[config.mk]
export PLATFORM = sky130hd
export DESIGN_NAME = ifsw_top
export DESIGN_NICKNAME = d
export VERILOG_FILES = /design/src/hdl/ifsw_top.v /design/src/hdl/ifsw_flag_reg.v
export VERILOG_INCLUDE_DIRS = /design/src /design/src/hdl
export SDC_FILE = /design/constraint.sdc
export NUM_CORES = 1
export LEC_CHECK = 0
export BUFFER_PORTS_ARGS = -buffer_cell sky130_fd_sc_hd__buf_2
export CAP_MARGIN = 20
export CELL_PAD_IN_SITES_DETAIL_PLACEMENT = 1
export CELL_PAD_IN_SITES_GLOBAL_PLACEMENT = 1
export CORE_AREA = 2 2 82 60
export CTS_CLUSTER_DIAMETER = 50
export CTS_CLUSTER_SIZE = 8
export DETAILED_ROUTE_END_ITERATION = 10
export DIE_AREA = 0 0 84 62
export PLACE_DENSITY_LB_ADDON = 0.1
export SLEW_MARGIN = 5
export SYNTH_ARGS = -nofsm -noshare
export SYNTH_HDL_FRONTEND = slang
export SYNTH_SLANG_ARGS = --single-unit
[constraint.sdc]
create_clock -name i_ref_clk -period 2.9 [get_ports i_ref_clk]
set_clock_uncertainty 0.05 [all_clocks]
set_input_delay 0.58 -clock i_ref_clk [delete_from_list [all_inputs] [get_ports i_ref_clk]]
set_output_delay 0.58 -clock i_ref_clk [all_outputs]
set_load 0.03 [all_outputs]
[src/hdl/ifsw_defs.vh]
`ifndef IFSW_DEFS_VH
`define IFSW_DEFS_VH

// Register byte address on the APB
`define IFSW_FLAGS_ADDR      12'h000
`define IFSW_ADDR_W          12

// Flag bit positions
`define IFSW_PWM_TWO_BIT     15
`define IFSW_PWM_ONE_BIT     14
`define IFSW_PAIR_TWELVE_BIT 13
`define IFSW_PAIR_ELEVEN_BIT 4
`define IFSW_PAIR_TEN_BIT    3
`define IFSW_PAIR_NINE_BIT   2
`define IFSW_PAIR_EIGHT_BIT  1

// Implemented bit mask and reset value
`define IFSW_IMPL_MASK       16'hE01E
`define IFSW_FLAGS_RST       16'h0000
`define IFSW_WORD_W          16

`endif

[src/hdl/ifsw_top.v]
`include "ifsw_defs.vh"
`default_nettype none

module ifsw_top (
  input  wire        i_ref_clk,
  input  wire        i_rstn,
  input  wire        i_psel,
  input  wire        i_penable,
  input  wire        i_pwrite,
  input  wire [11:0] i_paddr,
  input  wire [31:0] i_pwdata,
  input  wire [3:0]  i_pstrb,
  output wire        o_pready,
  output reg  [31:0] o_prdata,
  output wire        o_pslverr,
  input  wire        i_pwm_gen_two_irq,
  input  wire        i_pwm_gen_one_irq,
  input  wire        i_conv_pair_eight_done,
  input  wire        i_conv_pair_nine_done,
  input  wire        i_conv_pair_ten_done,
  input  wire        i_conv_pair_eleven_done,
  input  wire        i_conv_pair_twelve_done,
  output wire [15:0] o_irq_flags_pwm_adc_pairs
);

  // Widths of the flag word, the bus data and the bus address
  localparam WORD_W = `IFSW_WORD_W;
  localparam BUS_W  = 32;
  localparam ADDR_W = `IFSW_ADDR_W;
  localparam PAD_W  = BUS_W - WORD_W;
  localparam LANE_W = 8;

  // PWM generator flag positions
  localparam BIT_PWM_TWO     = `IFSW_PWM_TWO_BIT;
  localparam BIT_PWM_ONE     = `IFSW_PWM_ONE_BIT;

  // Conversion pair flag positions
  localparam BIT_PAIR_TWELVE = `IFSW_PAIR_TWELVE_BIT;
  localparam BIT_PAIR_ELEVEN = `IFSW_PAIR_ELEVEN_BIT;
  localparam BIT_PAIR_TEN    = `IFSW_PAIR_TEN_BIT;
  localparam BIT_PAIR_NINE   = `IFSW_PAIR_NINE_BIT;
  localparam BIT_PAIR_EIGHT  = `IFSW_PAIR_EIGHT_BIT;

  // Reset synchroniser stages
  reg               rst_meta_ff;
  reg               rst_sync_ff;

  // Event sources mapped onto the word
  reg  [WORD_W-1:0] set_vec;

  // Flag word, its mask and its write path
  wire [WORD_W-1:0] flags;
  wire [WORD_W-1:0] impl_mask;
  wire [WORD_W-1:0] wdata;
  // Byte lanes of a write
  wire [LANE_W-1:0] wlane_lo;
  wire [LANE_W-1:0] wlane_hi;
  wire              wr_en;

  // APB phase decode
  wire              hit;
  wire              setup_phase;
  wire              access;
  wire              rd_setup;
  wire              wr_access;

  // Read data path
  wire [BUS_W-1:0]  rd_word;
  reg  [BUS_W-1:0]  nxt_prdata;

  // True when a byte address selects the flag word
  function addr_hit;
    input [ADDR_W-1:0] addr;
    begin
      addr_hit = (addr == `IFSW_FLAGS_ADDR);
    end
  endfunction

  // One byte lane: new data where its strobe is set, else the held byte
  function [LANE_W-1:0] lane_merge;
    input              strobe;
    input [LANE_W-1:0] new_byte;
    input [LANE_W-1:0] old_byte;
    begin
      if (strobe) begin
        lane_merge = new_byte;
      end else begin
        lane_merge = old_byte;
      end
    end
  endfunction

  // Flag word zero-extended onto the bus; unmapped reads return zero
  function [BUS_W-1:0] read_word;
    input              sel;
    input [WORD_W-1:0] word;
    begin
      if (sel) begin
        read_word = {{PAD_W{1'b0}}, word};
      end else begin
        read_word = {BUS_W{1'b0}};
      end
    end
  endfunction

  // Place each event source at its flag position
  function [WORD_W-1:0] map_sources;
    input pwm_two;
    input pwm_one;
    input pair_twelve;
    input pair_eleven;
    input pair_ten;
    input pair_nine;
    input pair_eight;
    begin
      // Unimplemented positions stay zero
      map_sources                  = {WORD_W{1'b0}};
      // PWM generator requests
      map_sources[BIT_PWM_TWO]     = pwm_two;
      map_sources[BIT_PWM_ONE]     = pwm_one;
      // Conversion pair completions
      map_sources[BIT_PAIR_TWELVE] = pair_twelve;
      map_sources[BIT_PAIR_ELEVEN] = pair_eleven;
      map_sources[BIT_PAIR_TEN]    = pair_ten;
      map_sources[BIT_PAIR_NINE]   = pair_nine;
      map_sources[BIT_PAIR_EIGHT]  = pair_eight;
    end
  endfunction

  // Reset release through two flops
  always @(posedge i_ref_clk or negedge i_rstn) begin
    if (!i_rstn) begin
      rst_meta_ff <= 1'b0;
      rst_sync_ff <= 1'b0;
    end else begin
      rst_meta_ff <= 1'b1;
      rst_sync_ff <= rst_meta_ff;
    end
  end

  // Map event sources onto flag positions
  always @* begin
    // Arguments run from bit 15 down to bit 1
    set_vec = map_sources(
      i_pwm_gen_two_irq,
      i_pwm_gen_one_irq,
      i_conv_pair_twelve_done,
      i_conv_pair_eleven_done,
      i_conv_pair_ten_done,
      i_conv_pair_nine_done,
      i_conv_pair_eight_done
    );
  end

  // Bus phases
  assign hit         = addr_hit(i_paddr);
  assign setup_phase = i_psel & ~i_penable;
  assign access      = i_psel & i_penable;
  // A read setup cycle loads the read data
  assign rd_setup    = setup_phase & ~i_pwrite;
  // A write lands in its access phase
  assign wr_access   = access & i_pwrite;

  // Zero-wait slave: ready in the first access cycle
  assign o_pready  = access;
  // Unmapped addresses report an error and change nothing
  assign o_pslverr = access & ~hit;
  // Write lands only on a mapped access
  assign wr_en     = wr_access & hit;

  // Byte lanes merge into the held value; upper lanes carry nothing
  assign wlane_lo  = lane_merge(i_pstrb[0], i_pwdata[7:0], flags[7:0]);
  assign wlane_hi  = lane_merge(i_pstrb[1], i_pwdata[15:8], flags[15:8]);
  assign wdata     = {wlane_hi, wlane_lo};
  // Only implemented positions can ever hold a one
  assign impl_mask = `IFSW_IMPL_MASK;

  // Flag word, unimplemented bits held at zero
  ifsw_flag_reg #(
    .WIDTH (`IFSW_WORD_W)
  ) u_flags (
    .i_clk   (i_ref_clk),
    .i_rst_n (rst_sync_ff),
    .i_mask  (impl_mask),
    .i_set   (set_vec),
    .i_wr    (wr_en),
    .i_wdata (wdata),
    .o_flags (flags)
  );

  // Word offered to a read, flags as they stand in the setup cycle
  assign rd_word = read_word(hit, flags);

  // Read data registered in the setup cycle, held until the next read
  always @* begin
    nxt_prdata = o_prdata;
    if (rd_setup) begin
      nxt_prdata = rd_word;
    end
  end

  // Read data register; cleared while the block is in reset
  always @(posedge i_ref_clk or negedge rst_sync_ff) begin
    if (!rst_sync_ff) begin
      o_prdata <= 32'h00000000;
    end else begin
      o_prdata <= nxt_prdata;
    end
  end

  // Flag word pins follow the register
  assign o_irq_flags_pwm_adc_pairs = flags;

endmodule

`default_nettype wire

[src/hdl/ifsw_flag_reg.v]
`include "ifsw_defs.vh"
`default_nettype none

// Sticky flag word: hardware set wins over software write
module ifsw_flag_reg #(
  parameter WIDTH = 16
) (
  input  wire             i_clk,
  input  wire             i_rst_n,
  input  wire [WIDTH-1:0] i_mask,
  input  wire [WIDTH-1:0] i_set,
  input  wire             i_wr,
  input  wire [WIDTH-1:0] i_wdata,
  output wire [WIDTH-1:0] o_flags
);

  reg  [WIDTH-1:0] flags_ff;
  reg  [WIDTH-1:0] nxt_flags;

  // Write replaces, pending set events then OR in
  always @* begin
    nxt_flags = flags_ff;
    if (i_wr) begin
      nxt_flags = i_wdata;
    end
    nxt_flags = (nxt_flags | i_set) & i_mask;
  end

  // Flag storage
  always @(posedge i_clk or negedge i_rst_n) begin
    if (!i_rst_n) begin
      flags_ff <= {WIDTH{1'b0}};
    end else begin
      flags_ff <= nxt_flags;
    end
  end

  assign o_flags = flags_ff;

endmodule

`default_nettype wire

==> run summary <==
outcome: finished clean
most common cell type on the critical path: sky130_fd_sc_hd__buf_2
Worst Path Max Fanout: 8
count of different cell masters after synthesis: 15
part of the cycle the worst path needs: 80.5%
number of flip-flops and latches in the synthesized netlist: 16
number of maximum-capacitance constraint violations: 0
unrepaired setup endpoints after global routing: no
drt total wl: 2320 um
netlist area before placement: 1020 sq um
data arrival time of the critical path: 1.70 ns
setup slack on the worst flop-to-flop path: 2.14 ns
Hold Buf Count CTS: 0
crit-path cells: buf_2 -> nor4_4 -> nand3_2 -> and2_1 -> buf_2
achievable clock frequency: 428 MHz
Clock Tree Buf Depth: 2
mean instance size in the synthesized netlist: 9.55 sq um
number of nets in the layout: 218
Die Footprint: 5210 sq um
Overall Power: 495 uW
kind of cell adding the most delay to the critical path: simple AND/OR/NAND/NOR gates
largest net degree at the start of global routing: 15
Gates resized, CTS repair: 0
all-layer global routing usage: 9.09%
insertion delay to the later sink of the worst-skew pair: 0.24 ns
Worst Path Class, Setup: primary input to primary output
warnings from Yosys: 0
minimum clock period: 2.33 ns
path depth of the worst reg2reg path: 2
worst hold slack: 0.0584 ns
post-synthesis compound-gate area fraction: 3.43%
areal power density over the cells: 400 nW/um^2
cell chosen for the clock root: sky130_fd_sc_hd__clkbuf_8
count of antenna-violating nets left after detailed routing: 0
global route overflow: 0
count of buffering cells on the critical path with inverters included: 2
share of synthesized cell area in full adder, half adder and majority cells: 0%
area growth from synthesis to layout: 21.3%
DRC violations left: 0
Crit. End Element: primary output
post-route core utilization: 27.3%
global-route wire length before repair: 3570 um
Ant. Diodes: 0
worst hold path type: primary input to asynchronous set/reset pin
slowest cell delay on critical path: 0.36 ns
DR vias: 796
H-tree level count: 1
core outline area: 4550 sq um
drt via density: 3.74
clock tree from TritonCTS: done
dominant combinational cell family by area after synthesis: buffers and inverters
fraction of layout cells with a size suffix above 1: 36.5%
number of instances in the synthesized netlist: 107
number of pins exceeding their max-slew limit in the final report: 0
leakage component of the power: 0.660 nW
final setup violation count: 0
total CTS buffers: 3
worst slew margin relative to its limit: 44.2%
post-CTS repair timing setup buffer count: 0
via count of the first global-routing pass: 718
xor and xnor area share after synthesis: 0%
antenna violations before repair: 0
effective utilization at floorplan: 22.5%
r2r startpoint: u_flags.o_flags[13]
clock-pin transition on the worst setup and hold timing paths: 0.06 ns
multiplexer share of the synthesized area: 6.85%
CP max stage cell: sky130_fd_sc_hd__nor4_4
num rows: 21
height of the die: 62 um
Final Hold Fails: 0
die width: 84 um
Peak VDD IR: 243 uV
Startpoint Class: primary input
setup_tns: 0 ns
cell taking the most area after synthesis: sky130_fd_sc_hd__dfrtp_1
Least-Margin Pin Slew: 0.836 ns
portion of the post-synthesis area used by sequential elements: 39.2%
DRT iter0 DRCs: 6
# IOs: 110
number of input and output port buffers inserted: 48
HPWL after detailed placement: 1980 um
weighted congestion reported at the end of routability-driven placement: 0.659
DRT Pass-1 Iters: 4
number of sinks on the clock net: 16
cell types with the largest area share after synthesis: sky130_fd_sc_hd__dfrtp_1 39%, sky130_fd_sc_hd__buf_4 25%, sky130_fd_sc_hd__mux2i_1 6.9%
fraction of synthesized cell area taken by the top area cell type: 39.2%
DR WL/cell: 10.9 um
endpoint required time on the critical path: 2.27 ns
reg-to-reg endpoint: u_flags.o_flags[13]
area fraction in and, or, nand and nor cells after synthesis: 24.5%
==> worst max-delay path by stage <==
stage	start	to	slack, ns	cells after the start
2_1_floorplan	i_paddr[10]	o_pslverr	0.87	3
3_3_place_gp	i_paddr[10]	o_pslverr	0.57	5
3_5_place_dp	i_paddr[5]	o_pslverr	0.56	5
4_1_cts	i_paddr[5]	o_pslverr	0.56	5
5_1_grt	i_paddr[10]	o_pslverr	0.49	5
6_report	i_paddr[5]	o_pslverr	0.57	5
==> stage by stage <==
step | cell area (sq um) | instances | setup WS [ns]
after floorplan | 1150 | 140 | 0.871
after global placement | 1200 | 210 | 0.573
after detailed placement | 1200 | 210 | 0.561
after CTS | 1240 | 213 | 0.563
after global routing | 1240 | 213 | 0.486
final | 1240 | 213 | 0.566
==> registers in the layout, summed over array words and instances (netlist names) <==
register / count
u_flags.o_flags: 7
o_prdata: 7
rst_sync_ff: 1
rst_meta_ff: 1
==> area by class of cell <==
type	instances	area, sq um
well taps	57	71.3
clock buffers	3	41.3
flip-flops and latches	16	400
repair buffers	48	240
fillers	570	3310
multi-input cells	89	487
==> where the power goes <==
part           internal (mW)  total, mW  switching (mW)
Clock                 0.0919      0.162          0.0701
Sequential             0.225      0.229         0.00381
Combinational         0.0225      0.105          0.0824
Total                  0.339      0.495           0.156
==> routing by layer <==
layer	track usage (%)	vias up	share of wire, %
met2	17.3	34	53
met5	0	-	0
met1	10.2	381	38
met4	2.07	0	0.52
li1	-	379	-
met3	3.17	2	7.8
==> layout by cell type, fill, tap and decap left out, drive strengths merged <==
cell and instances:
buf 48, nand4 2, and4 2, or3b 1
nand3 1, nor2 14, dfrtp 16, nor3b 1
o21ai 7, conb 35, and2 2, nand2 14
nor4 3, mux2i 7, clkbuf 3
==> cell families (layout without fill, tap and decap cells) <==
logic type | after synthesis | in the layout
mux | 7 | 7
buf+inv | 35 | 51
other cells | 2 | 35
simple gates | 40 | 40
compound gates | 7 | 7
flops | 16 | 16
==> worst register-to-register path: stages (launching register included) <==
cell	delay, ns
sky130_fd_sc_hd__dfrtp_1	0.40
sky130_fd_sc_hd__nor2_1	0.11
sky130_fd_sc_hd__mux2i_1	0.08
==> synthesized netlist by cell type <==
library cell and number:
sky130_fd_sc_hd__buf_4 34, sky130_fd_sc_hd__dfrtp_1 16, sky130_fd_sc_hd__nand2_1 14, sky130_fd_sc_hd__nor2_1 14, sky130_fd_sc_hd__mux2i_1 7, sky130_fd_sc_hd__o21ai_1 7
sky130_fd_sc_hd__nor4_4 3, sky130_fd_sc_hd__and2_1 2, sky130_fd_sc_hd__and4_1 2, sky130_fd_sc_hd__conb_1 2, sky130_fd_sc_hd__nand4_2 2, sky130_fd_sc_hd__clkbuf_1 1
sky130_fd_sc_hd__nand3_2 1, sky130_fd_sc_hd__nor3b_1 1, sky130_fd_sc_hd__or3b_1 1
Power figures use the tool's default switching activity.
